[src/shared/framer_pkg.sv]
// Notes on behaviour
// - Every message starts with enquiry 05h
// - Good reception is answered with 06h
// - Bad reception answered 15h plus error code
// - Control codes handled inside, inserted on send
// - Length counts bytes or words per unit setting
// - Length checked; first byte in low half
// - Send length goes out unchanged, low first
// - Data bytes carry any value, no escaping
// - Good data stored from lowest area address
// - Send data until count in chosen unit
// - Checksum is low 16 bits of sum
// - Received checksum verified, never software visible
// - Without checksum, ignore bytes until control code
// - Checksum appended on send only when enabled
// - Received error code becomes send result
// - Sent error code copied to receive result
// - Good message raises receive read request
// - After read: send acknowledge, set done flag
// - On error: no read request, send negative
// - Reception spans enquiry to last sum byte, or last data byte without checksum
// - Odd byte count: final upper byte zero
package framer_pkg;

   // ****************************************
   // Line codes
   // ****************************************
   localparam logic [7:0]  CODE_ENQ  = 8'h05;
   localparam logic [7:0]  CODE_ACK  = 8'h06;
   localparam logic [7:0]  CODE_NAK  = 8'h15;
   localparam logic [7:0]  BYTE_ZERO = 8'h00;

   // ****************************************
   // Storage areas
   // ****************************************
   localparam int          WORD_W      = 16;
   localparam int          STORE_DEPTH = 16;
   localparam int          STORE_IDX_W = 4;
   localparam logic [16:0] STORE_BYTES = 17'h0_0020;
   localparam logic [11:0] AREA_SPAN   = 12'h010;

   // ****************************************
   // Register indexes (byte address is four times)
   // ****************************************
   localparam logic [11:0] IDX_CTRL        = 12'h000;
   localparam logic [11:0] IDX_STATUS      = 12'h001;
   localparam logic [11:0] IDX_CMD         = 12'h002;
   localparam logic [11:0] IDX_TX_LEN      = 12'h003;
   localparam logic [11:0] IDX_RX_LEN      = 12'h004;
   localparam logic [11:0] IDX_SEND_RESULT = 12'h257;
   localparam logic [11:0] IDX_RECV_RESULT = 12'h258;
   localparam logic [11:0] IDX_TX_AREA     = 12'h400;
   localparam logic [11:0] IDX_RX_AREA     = 12'h600;

   // ****************************************
   // Field positions and reset values
   // ****************************************
   localparam int          CTRL_SUM_BIT      = 0;
   localparam int          CTRL_WORD_BIT     = 1;
   localparam int          CMD_SEND_BIT      = 0;
   localparam int          CMD_READ_DONE_BIT = 1;
   localparam int          CMD_CLEAR_BIT     = 2;
   localparam int          STAT_READ_REQ     = 0;
   localparam int          STAT_RX_DONE      = 1;
   localparam int          STAT_SEND_BUSY    = 2;
   localparam int          STAT_SEND_DONE    = 3;
   localparam int          STAT_SEND_ERR     = 4;
   localparam logic [15:0] RESULT_RESET      = 16'h0000;
   localparam logic [15:0] ERR_RX_SUM        = 16'h7001;
   localparam logic [15:0] ERR_RX_LONG       = 16'h7002;
   localparam int          HTRANS_ACT_BIT    = 1;
   localparam logic        HRESP_OKAY        = 1'b0;

   // ****************************************
   // Framer states
   // ****************************************
   typedef enum logic [4:0] {
      st_idle, st_rx_len_lo, st_rx_len_hi, st_rx_data, st_rx_sum_lo, st_rx_sum_hi,
      st_rx_check, st_wait_read, st_ack, st_nak, st_err_lo, st_err_hi,
      st_tx_enq, st_tx_len_lo, st_tx_len_hi, st_tx_data, st_tx_sum_lo, st_tx_sum_hi,
      st_tx_wait, st_tx_err_lo, st_tx_err_hi
   } state_type;

endpackage : framer_pkg

[src/hdl/bidir_serial_msg_framer.sv]
// Register access over AHB-Lite is this design's own decision.
module bidir_serial_msg_framer (
   // Clock and reset
   input  wire logic        hclk,
   input  wire logic        hresetn,
   // AHB-Lite slave
   input  wire logic        hsel,
   input  wire logic [31:0] haddr,
   input  wire logic [1:0]  htrans,
   input  wire logic        hwrite,
   input  wire logic [2:0]  hsize,
   input  wire logic [31:0] hwdata,
   input  wire logic        hready,
   output logic             hreadyout,
   output logic             hresp,
   output logic      [31:0] hrdata,
   // Serial line, byte level
   input  wire logic [7:0]  rx_byte,
   input  wire logic        rx_valid,
   output logic      [7:0]  tx_byte,
   output logic             tx_valid,
   input  wire logic        tx_ready,
   // Controller handshake
   output logic             read_request,
   output logic             receive_done,
   output logic             send_busy,
   output logic             send_done
);

   // ****************************************
   // State
   // ****************************************
   typedef struct packed {
      framer_pkg::state_type state;
      logic [15:0]           len;
      logic [16:0]           cnt;
      logic [16:0]           total;
      logic [15:0]           sum;
      logic [15:0]           rx_sum;
      logic [15:0]           err;
      logic                  overflow;
      logic                  sum_en;
      logic                  word_unit;
      logic [15:0]           tx_len;
      logic [15:0]           rx_len;
      logic                  send_req;
      logic                  read_req;
      logic                  rx_done;
      logic                  send_done;
      logic                  send_err;
      logic [15:0]           send_result;
      logic [15:0]           recv_result;
      logic [7:0]            tx_byte;
      logic                  tx_valid;
      logic                  dp_write;
      logic [11:0]           dp_idx;
      logic [31:0]           hrdata;
   } regs_type;

   regs_type s;
   regs_type next_s;

   logic [11:0]                        a_idx;
   logic                               a_phase;
   logic                               a_mapped;
   logic                               sent;
   logic                               emit;
   logic [7:0]                         emit_byte;
   logic                               cmd_send;
   logic                               cmd_read_done;
   logic                               cmd_clear;
   logic                               rx_wr_en;
   logic [framer_pkg::STORE_IDX_W-1:0] rx_wr_idx;
   logic [15:0]                        rx_wr_data;
   logic [15:0]                        rx_wr_mask;
   logic                               tx_wr_en;
   logic [15:0]                        rx_rd_data;
   logic [15:0]                        tx_rd_bus;
   logic [15:0]                        tx_rd_line;
   logic [16:0]                        tx_total;
   logic [16:0]                        len_total;
   logic [16:0]                        cnt_inc;
   logic [15:0]                        byte_ext;

   // ****************************************
   // Storage areas
   // ****************************************
   word_store #(
      .WIDTH (framer_pkg::WORD_W),
      .DEPTH (framer_pkg::STORE_DEPTH),
      .IDX_W (framer_pkg::STORE_IDX_W)
   ) u_rx_area (
      .hclk      (hclk),
      .hresetn   (hresetn),
      .wr_en     (rx_wr_en),
      .wr_idx    (rx_wr_idx),
      .wr_data   (rx_wr_data),
      .wr_mask   (rx_wr_mask),
      .rd_a_idx  (a_idx[framer_pkg::STORE_IDX_W-1:0]),
      .rd_a_data (rx_rd_data),
      .rd_b_idx  ('0),
      .rd_b_data ()
   );

   word_store #(
      .WIDTH (framer_pkg::WORD_W),
      .DEPTH (framer_pkg::STORE_DEPTH),
      .IDX_W (framer_pkg::STORE_IDX_W)
   ) u_tx_area (
      .hclk      (hclk),
      .hresetn   (hresetn),
      .wr_en     (tx_wr_en),
      .wr_idx    (s.dp_idx[framer_pkg::STORE_IDX_W-1:0]),
      .wr_data   (hwdata[15:0]),
      .wr_mask   ('1),
      .rd_a_idx  (a_idx[framer_pkg::STORE_IDX_W-1:0]),
      .rd_a_data (tx_rd_bus),
      .rd_b_idx  (s.cnt[framer_pkg::STORE_IDX_W:1]),
      .rd_b_data (tx_rd_line)
   );

   // ****************************************
   // Next state
   // ****************************************
   always_comb begin
      next_s        = s;
      a_idx         = haddr[13:2];
      a_mapped      = (haddr[31:14] == 18'h0_0000);
      a_phase       = hsel && htrans[framer_pkg::HTRANS_ACT_BIT] && hready;
      sent          = s.tx_valid && tx_ready;
      emit          = 1'b0;
      emit_byte     = framer_pkg::BYTE_ZERO;
      rx_wr_en      = 1'b0;
      rx_wr_idx     = s.cnt[framer_pkg::STORE_IDX_W:1];
      rx_wr_data    = 16'h0000;
      rx_wr_mask    = 16'h0000;
      tx_wr_en      = 1'b0;
      cmd_send      = 1'b0;
      cmd_read_done = 1'b0;
      cmd_clear     = 1'b0;
      byte_ext      = {8'h00, rx_byte};
      cnt_inc       = s.cnt + 17'h0_0001;
      // Unit setting decides the byte count of the data portion
      len_total     = s.word_unit ? {s.len, 1'b0} : {1'b0, s.len};
      tx_total      = s.word_unit ? {s.tx_len, 1'b0} : {1'b0, s.tx_len};

      // ****************************************
      // Bus address phase: capture, prepare read data
      // ****************************************
      next_s.dp_write = a_phase && hwrite;
      next_s.dp_idx   = a_mapped ? a_idx : 12'hFFF;
      if (a_phase && !hwrite) begin
         next_s.hrdata = 32'h0000_0000;
         if (!a_mapped) begin
            next_s.hrdata = 32'h0000_0000;
         end else if (a_idx == framer_pkg::IDX_CTRL) begin
            next_s.hrdata[framer_pkg::CTRL_SUM_BIT]  = s.sum_en;
            next_s.hrdata[framer_pkg::CTRL_WORD_BIT] = s.word_unit;
         end else if (a_idx == framer_pkg::IDX_STATUS) begin
            next_s.hrdata[framer_pkg::STAT_READ_REQ]  = s.read_req;
            next_s.hrdata[framer_pkg::STAT_RX_DONE]   = s.rx_done;
            next_s.hrdata[framer_pkg::STAT_SEND_BUSY] = s.send_req;
            next_s.hrdata[framer_pkg::STAT_SEND_DONE] = s.send_done;
            next_s.hrdata[framer_pkg::STAT_SEND_ERR]  = s.send_err;
         end else if (a_idx == framer_pkg::IDX_TX_LEN) begin
            next_s.hrdata[15:0] = s.tx_len;
         end else if (a_idx == framer_pkg::IDX_RX_LEN) begin
            next_s.hrdata[15:0] = s.rx_len;
         end else if (a_idx == framer_pkg::IDX_SEND_RESULT) begin
            next_s.hrdata[15:0] = s.send_result;
         end else if (a_idx == framer_pkg::IDX_RECV_RESULT) begin
            next_s.hrdata[15:0] = s.recv_result;
         end else if (a_idx - framer_pkg::IDX_TX_AREA < framer_pkg::AREA_SPAN) begin
            next_s.hrdata[15:0] = tx_rd_bus;
         end else if (a_idx - framer_pkg::IDX_RX_AREA < framer_pkg::AREA_SPAN) begin
            next_s.hrdata[15:0] = rx_rd_data;
         end
      end

      // ****************************************
      // Bus data phase: writes
      // ****************************************
      if (s.dp_write) begin
         if (s.dp_idx == framer_pkg::IDX_CTRL) begin
            next_s.sum_en    = hwdata[framer_pkg::CTRL_SUM_BIT];
            next_s.word_unit = hwdata[framer_pkg::CTRL_WORD_BIT];
         end else if (s.dp_idx == framer_pkg::IDX_CMD) begin
            cmd_send      = hwdata[framer_pkg::CMD_SEND_BIT];
            cmd_read_done = hwdata[framer_pkg::CMD_READ_DONE_BIT];
            cmd_clear     = hwdata[framer_pkg::CMD_CLEAR_BIT];
         end else if (s.dp_idx == framer_pkg::IDX_TX_LEN) begin
            // Length cannot move under a send in progress
            if (!s.send_req) begin
               next_s.tx_len = hwdata[15:0];
            end
         end else if (s.dp_idx >= framer_pkg::IDX_TX_AREA
                      && s.dp_idx < framer_pkg::IDX_TX_AREA + framer_pkg::AREA_SPAN) begin
            tx_wr_en = 1'b1;
         end
      end
      if (cmd_clear) begin
         next_s.rx_done   = 1'b0;
         next_s.send_done = 1'b0;
         next_s.send_err  = 1'b0;
      end
      if (cmd_send && !s.send_req) begin
         next_s.send_req = 1'b1;
      end

      // ****************************************
      // Framer; hardware sets below override clears above
      // ****************************************
      case (s.state)
         framer_pkg::st_idle: begin
            // Stray bytes without a leading enquiry are dropped here
            if (rx_valid && rx_byte == framer_pkg::CODE_ENQ) begin
               next_s.state    = framer_pkg::st_rx_len_lo;
               next_s.sum      = 16'h0000;
               next_s.overflow = 1'b0;
            end else if (s.send_req) begin
               next_s.state = framer_pkg::st_tx_enq;
               next_s.cnt   = 17'h0_0000;
               next_s.sum   = {8'h00, s.tx_len[7:0]} + {8'h00, s.tx_len[15:8]};
            end
         end
         framer_pkg::st_rx_len_lo: begin
            if (rx_valid) begin
               next_s.len[7:0] = rx_byte;
               next_s.sum      = s.sum + byte_ext;
               next_s.state    = framer_pkg::st_rx_len_hi;
            end
         end
         framer_pkg::st_rx_len_hi: begin
            if (rx_valid) begin
               next_s.len[15:8] = rx_byte;
               next_s.sum       = s.sum + byte_ext;
               next_s.cnt       = 17'h0_0000;
               next_s.total     = s.word_unit ? {rx_byte, s.len[7:0], 1'b0} : {1'b0, rx_byte, s.len[7:0]};
               next_s.state     = framer_pkg::st_rx_data;
            end
         end
         framer_pkg::st_rx_data: begin
            // Sum low byte may follow the last data byte with no gap
            if (s.cnt == s.total && !s.sum_en) begin
               next_s.state = framer_pkg::st_rx_check;
            end else if (s.cnt == s.total) begin
               if (rx_valid) begin
                  next_s.rx_sum[7:0] = rx_byte;
                  next_s.state       = framer_pkg::st_rx_sum_hi;
               end
            end else if (rx_valid) begin
               next_s.sum = s.sum + byte_ext;
               next_s.cnt = cnt_inc;
               if (s.cnt < framer_pkg::STORE_BYTES) begin
                  rx_wr_en = 1'b1;
                  // Low half written with a zero high half, fixed up by the next byte
                  if (!s.cnt[0]) begin
                     rx_wr_data = {framer_pkg::BYTE_ZERO, rx_byte};
                     rx_wr_mask = 16'hFFFF;
                  end else begin
                     rx_wr_data = {rx_byte, framer_pkg::BYTE_ZERO};
                     rx_wr_mask = 16'hFF00;
                  end
               end else begin
                  next_s.overflow = 1'b1;
               end
            end
         end
         framer_pkg::st_rx_sum_hi: begin
            if (rx_valid) begin
               next_s.rx_sum[15:8] = rx_byte;
               next_s.state        = framer_pkg::st_rx_check;
            end
         end
         framer_pkg::st_rx_check: begin
            if (s.overflow) begin
               next_s.err   = framer_pkg::ERR_RX_LONG;
               next_s.state = framer_pkg::st_nak;
            end else if (s.sum_en && s.rx_sum != s.sum) begin
               next_s.err   = framer_pkg::ERR_RX_SUM;
               next_s.state = framer_pkg::st_nak;
            end else begin
               next_s.rx_len   = s.len;
               next_s.read_req = 1'b1;
               next_s.state    = framer_pkg::st_wait_read;
            end
         end
         framer_pkg::st_wait_read: begin
            if (cmd_read_done) begin
               next_s.state = framer_pkg::st_ack;
            end
         end
         framer_pkg::st_ack: begin
            emit      = 1'b1;
            emit_byte = framer_pkg::CODE_ACK;
            if (sent) begin
               next_s.read_req = 1'b0;
               next_s.rx_done  = 1'b1;
               next_s.state    = framer_pkg::st_idle;
            end
         end
         framer_pkg::st_nak: begin
            emit      = 1'b1;
            emit_byte = framer_pkg::CODE_NAK;
            if (sent) begin
               next_s.recv_result = s.err;
               next_s.state       = framer_pkg::st_err_lo;
            end
         end
         framer_pkg::st_err_lo: begin
            emit      = 1'b1;
            emit_byte = s.err[7:0];
            if (sent) begin
               next_s.state = framer_pkg::st_err_hi;
            end
         end
         framer_pkg::st_err_hi: begin
            emit      = 1'b1;
            emit_byte = s.err[15:8];
            if (sent) begin
               next_s.state = framer_pkg::st_idle;
            end
         end
         framer_pkg::st_tx_enq: begin
            emit      = 1'b1;
            emit_byte = framer_pkg::CODE_ENQ;
            if (sent) begin
               next_s.state = framer_pkg::st_tx_len_lo;
            end
         end
         framer_pkg::st_tx_len_lo: begin
            emit      = 1'b1;
            emit_byte = s.tx_len[7:0];
            if (sent) begin
               next_s.state = framer_pkg::st_tx_len_hi;
            end
         end
         framer_pkg::st_tx_len_hi: begin
            emit      = 1'b1;
            emit_byte = s.tx_len[15:8];
            if (sent) begin
               next_s.state = framer_pkg::st_tx_data;
            end
         end
         framer_pkg::st_tx_data: begin
            // Counts past the area size wrap back to the first word index
            if (s.cnt == tx_total) begin
               next_s.state = s.sum_en ? framer_pkg::st_tx_sum_lo : framer_pkg::st_tx_wait;
            end else begin
               emit      = 1'b1;
               emit_byte = s.cnt[0] ? tx_rd_line[15:8] : tx_rd_line[7:0];
               if (sent) begin
                  next_s.sum = s.sum + {8'h00, s.tx_byte};
                  next_s.cnt = cnt_inc;
               end
            end
         end
         framer_pkg::st_tx_sum_lo: begin
            emit      = 1'b1;
            emit_byte = s.sum[7:0];
            if (sent) begin
               next_s.state = framer_pkg::st_tx_sum_hi;
            end
         end
         framer_pkg::st_tx_sum_hi: begin
            emit      = 1'b1;
            emit_byte = s.sum[15:8];
            if (sent) begin
               next_s.state = framer_pkg::st_tx_wait;
            end
         end
         framer_pkg::st_tx_wait: begin
            if (rx_valid && rx_byte == framer_pkg::CODE_ACK) begin
               next_s.send_result = framer_pkg::RESULT_RESET;
               next_s.send_req    = 1'b0;
               next_s.send_done   = 1'b1;
               next_s.state       = framer_pkg::st_idle;
            end else if (rx_valid && rx_byte == framer_pkg::CODE_NAK) begin
               next_s.state = framer_pkg::st_tx_err_lo;
            end
         end
         framer_pkg::st_tx_err_lo: begin
            if (rx_valid) begin
               next_s.err[7:0] = rx_byte;
               next_s.state    = framer_pkg::st_tx_err_hi;
            end
         end
         framer_pkg::st_tx_err_hi: begin
            if (rx_valid) begin
               next_s.send_result = {rx_byte, s.err[7:0]};
               next_s.send_req    = 1'b0;
               next_s.send_done   = 1'b1;
               next_s.send_err    = 1'b1;
               next_s.state       = framer_pkg::st_idle;
            end
         end
         default: begin
            next_s.state = framer_pkg::st_idle;
         end
      endcase

      // Line byte is held stable until the far side takes it
      if (sent) begin
         next_s.tx_valid = 1'b0;
      end else if (emit && !s.tx_valid) begin
         next_s.tx_byte  = emit_byte;
         next_s.tx_valid = 1'b1;
      end
   end

   always_ff @(posedge hclk or negedge hresetn) begin
      if (!hresetn) begin
         s       <= '0;
         s.state <= framer_pkg::st_idle;
      end else begin
         s <= next_s;
      end
   end

   // ****************************************
   // Outputs
   // ****************************************
   assign hreadyout    = 1'b1;
   assign hresp        = framer_pkg::HRESP_OKAY;
   assign hrdata       = s.hrdata;
   assign tx_byte      = s.tx_byte;
   assign tx_valid     = s.tx_valid;
   assign read_request = s.read_req;
   assign receive_done = s.rx_done;
   assign send_busy    = s.send_req;
   assign send_done    = s.send_done;

endmodule : bidir_serial_msg_framer

[src/hdl/word_store.sv]
module word_store #(
   parameter int WIDTH = 16,
   parameter int DEPTH = 16,
   parameter int IDX_W = 4
) (
   // Clock and reset
   input  wire logic             hclk,
   input  wire logic             hresetn,
   // Write port, bit mask selects lanes
   input  wire logic             wr_en,
   input  wire logic [IDX_W-1:0] wr_idx,
   input  wire logic [WIDTH-1:0] wr_data,
   input  wire logic [WIDTH-1:0] wr_mask,
   // Two read ports
   input  wire logic [IDX_W-1:0] rd_a_idx,
   output logic      [WIDTH-1:0] rd_a_data,
   input  wire logic [IDX_W-1:0] rd_b_idx,
   output logic      [WIDTH-1:0] rd_b_data
);

   typedef struct packed {
      logic [DEPTH-1:0][WIDTH-1:0] mem;
   } store_type;

   store_type s;
   store_type next_s;

   always_comb begin
      next_s = s;
      if (wr_en) begin
         next_s.mem[wr_idx] = (s.mem[wr_idx] & ~wr_mask) | (wr_data & wr_mask);
      end
   end

   always_ff @(posedge hclk or negedge hresetn) begin
      if (!hresetn) begin
         s <= '0;
      end else begin
         s <= next_s;
      end
   end

   assign rd_a_data = s.mem[rd_a_idx];
   assign rd_b_data = s.mem[rd_b_idx];

endmodule : word_store

[config.mk]
export PLATFORM = sky130hd
export DESIGN_NAME = bidir_serial_msg_framer
export DESIGN_NICKNAME = d
export VERILOG_FILES = /design/src/shared/framer_pkg.sv /design/src/hdl/bidir_serial_msg_framer.sv /design/src/hdl/word_store.sv
export SDC_FILE = /design/constraint.sdc
export NUM_CORES = 2
export LEC_CHECK = 0
export BUFFER_PORTS_ARGS = -buffer_cell sky130_fd_sc_hd__buf_4
export CORE_MARGIN = 2
export CORE_UTILIZATION = 35
export CTS_BUF_LIST = sky130_fd_sc_hd__clkbuf_4 sky130_fd_sc_hd__clkbuf_8
export CTS_CLUSTER_DIAMETER = 100
export DETAILED_ROUTE_END_ITERATION = 6
export GPL_ROUTABILITY_DRIVEN = 1
export SYNTH_ARGS = -nofsm -noshare
export SYNTH_HDL_FRONTEND = slang
export SYNTH_SLANG_ARGS = --single-unit
[constraint.sdc]
create_clock -name hclk -period 2.94 [get_ports hclk]
set_clock_uncertainty 0.05 [all_clocks]
set_input_delay 0.147 -clock hclk [delete_from_list [all_inputs] [get_ports hclk]]
set_output_delay 0.147 -clock hclk [all_outputs]
set_load 0.005 [all_outputs]
==> reports/summary.txt <==
die width -> 334 um
dpl hpwl -> 78.4 mm
Wirelength per Cell -> 24.6 um
routed via count -> 27458
final setup margin -> 70.6 ps
antenna violations before repair -> 9
Critical Path AT -> 3480 ps
Leak -> 19.4 nW
share of layout cells above drive strength 1 -> 35.9%
critical path class -> reg2reg
Cell variety after synth -> 78
cell chain of the critical path -> xor2_1, nor4_2, nand4_1, a21oi_1, nor2_1, a21o_1, buf_4, mux2i_1, dlygate4sd3_1
Rel. slew slack -> 38.3%
Yosys warnings -> 0
Critical Path Source Type -> flip-flop
Critical Path RT -> 3550 ps
Initial Util -> 35.4%
peak supply drop -> 0.438 mV
critical path endpoint category -> flip-flop
clock sinks -> 711
post-route DRC violation count -> 0
synthesized area -> 38000 um2
CP Max Fanout -> 6
synthesis-stage register bit count -> 711
Die Area -> 111000 um2
Synth Flop Type -> dfrtp_1
Synth Instances -> 3084
vias per cell -> 5.73
Slew Viols, Final -> 0
Final ANT Viol Nets -> 0
routed wire length -> 118 mm
min-delay worst type -> in2async
Core Region -> 108000 um2
CTS tree -> built
largest net degree at the start of global routing -> 87
sequential cell area fraction in the yosys report -> 46.8%
drt first pass iters -> 5
num rows -> 120
Slew @ Worst Pin -> 921 ps
maxcap violations -> 0
fin crit period -> 2870 ps
Post-synth EDFFs -> 0
vias in the first global route -> 27350
status -> complete, no violations
H-Tree Depth -> 4
Reg clk slew, reported paths -> 70 ps
I/O pins -> 131
pre-CTS WS -> 160 ps
first-pass GRT wire length -> 178 mm
clock root buffer -> clkbuf_8
PortBufs -> 90
final setup violation count -> 0
final number of hold-violating endpoints -> 0
PwrDens -> 605 nW/um2
Non-Filler Cell Area, Final -> 44900 um2
DRT iter0 DRCs -> 2698
Area Growth Syn to Fin -> 17.9%
Tot GR Track Use -> 21.3%
DP Area -> 41500 um2
worst-skew pair later-pin latency -> 810 ps
slowest CP cell -> dlygate4sd3_1
CP max stage delay -> 560 ps
crit share post-route -> 97.6%
Avg Cell Area, Syn -> 12.3 um2
cts bufs inserted -> 130
GPL Wtd Cong -> 0.930
total grt overflow -> 0
clk buf depth -> 3
final core utilization -> 41.7%
ys async rst share -> 100%
Total Nets Final -> 3409
Max Freq -> 0.349 GHz
internal reg-to-reg setup slack -> 70 ps
DIE HEIGHT -> 334 um
==> kinds of logic (layout without fill, tap and decap cells) <==
kind of cell	count (synthesis)	after routing	share of synthesized area [%]
AO/OA/AOI/OAI	575	575	9.16
XOR/XNOR	62	62	1.43
adder cells (fa/ha/maj)	29	29	1.01
buffers and inverters	329	618	4.06
flip-flops	711	711	46.8
multiplexers	698	698	29.2
other	2	21	0.0197
AND/OR/NAND/NOR	678	678	8.36
==> synth_stat cells, drive strengths merged, types with 10 or more instances <==
library cell  number  share of area, %
xnor2             26              0.60
buf              157               2.3
a211oi            11              0.22
nand2b            25              0.41
nor4              28              0.55
o41ai             10              0.29
o31ai             19              0.37
nor3              37              0.58
a22oi             25              0.49
nand2            356               3.5
mux2             339                10
clkbuf           138               1.4
or4               16              0.33
xor2              36              0.83
a222oi            16              0.42
nand4             15              0.25
mux2i             64               1.7
a21oi             77               1.0
and2              10              0.16
nor2              84              0.84
a22o              25              0.58
ha                26              0.86
inv               31              0.31
a21o              18              0.36
mux4             295                17
o21ai            312               4.1
nand3             50              0.66
a31oi             13              0.25
dfrtp            711                47
and3              15              0.25
nor2b             12              0.20
==> metal layers <==
metal  GRT usage, %  up-vias  wire (um)
met3           5.29      212       9170
met1           29.4    14261      50600
met4           7.07       10       3470
met2           32.9     1047      54700
met5              0        -         68
li1               -    11928          -
==> final timing paths <==
check                                        startpoint                            to  depth (start not counted)
max                                  s[163]$_DFFE_PN0P_            s[129]$_DFFE_PN0P_                          9
min                                             hresetn  u_rx_area.s[198]$_DFFE_PN0P_                          3
max reg2reg                          s[163]$_DFFE_PN0P_            s[129]$_DFFE_PN0P_                          9
min reg2reg                u_rx_area.s[110]$_DFFE_PN0P_  u_rx_area.s[110]$_DFFE_PN0P_                          2
max in group asynchronous                       hresetn   u_rx_area.s[61]$_DFFE_PN0P_                          3
min in group hclk                                hready               s[44]$_DFF_PN0_                          4
==> report_power, final <==
group,switching (mW),total (mW),internal [mW]
clock network,4.36,9.74,5.38
registers,0.830,11.4,10.6
logic,3.42,5.98,2.57
==> critical path: cells and delay by family, from the launching register on <==
kind                      cells  cell delay [ps]
muxes                         1              120
xor gates and xnor gates      1              200
and+or+nand+nor               3              680
AOI/OAI and AO/OA             2              440
buffers and inverters         2              740
DFF                           1              480
==> flip-flops by register name, indices dropped and copies added, names as in the netlist <==
signal and flops:
hrdata 16, u_rx_area.s 256, receive_done 1, read_request 1, u_tx_area.s 256, rx_wr_idx 4, tx_valid 1, s 166
send_busy 1, send_done 1, tx_byte 8
==> final cells by class <==
| class | count | area, um2 |
|---|---|---|
| fill | 10140 | 62600 |
| multi-input combinational | 2060 | 18900 |
| sequential | 711 | 17800 |
| timing repair buffer | 359 | 3590 |
| clock buffer | 196 | 2460 |
| tap | 1403 | 1760 |
| clock inverter | 29 | 214 |
| inverter | 34 | 128 |
| antenna | 3 | 7.51 |
==> cell usage in the layout, fill, tap and decap left out, types with 36 or more instances in the layout <==
| cell type | synthesis | layout |
|---|---|---|
| o21ai_0 | 311 | 310 |
| xor2_1 | 36 | 36 |
| nor2_1 | 83 | 71 |
| mux2i_1 | 62 | 62 |
| nand3_1 | 50 | 50 |
| mux4_2 | 295 | 295 |
| dfrtp_1 | 711 | 704 |
| buf_4 | 48 | 240 |
| buf_12 | 0 | 57 |
| nand2_1 | 356 | 352 |
| clkbuf_8 | 0 | 158 |
| dlygate4sd3_1 | 0 | 58 |
| a21oi_1 | 76 | 76 |
| mux2_2 | 339 | 339 |
| clkbuf_4 | 0 | 38 |
==> timing repair <==
item,4_1_cts,5_1_grt
hold buffers,59,0
gates resized for setup,0,10
setup buffers,0,1
hold endpoints to repair,1076,0
endpoints found under the setup margin,0,14
==> stage by stage <==
| stage | hold slack [ps] | power (mW) | cells | setup TNS [ps] |
|---|---|---|---|---|
| 6_report | 45.6 | 27.1 | 4795 | 0 |
| 5_1_grt | 46.9 | 28.4 | 4793 | -32.0 |
| 4_1_cts | 26.8 | 27.2 | 4791 | 0 |
| 3_5_place_dp | 94.6 | 17.3 | 4507 | 0 |
| 3_3_place_gp | 97.2 | 17.3 | 4507 | 0 |
| 2_1_floorplan | -199 | 15.2 | 3100 | 0 |
(Power assumes the default switching activity.)
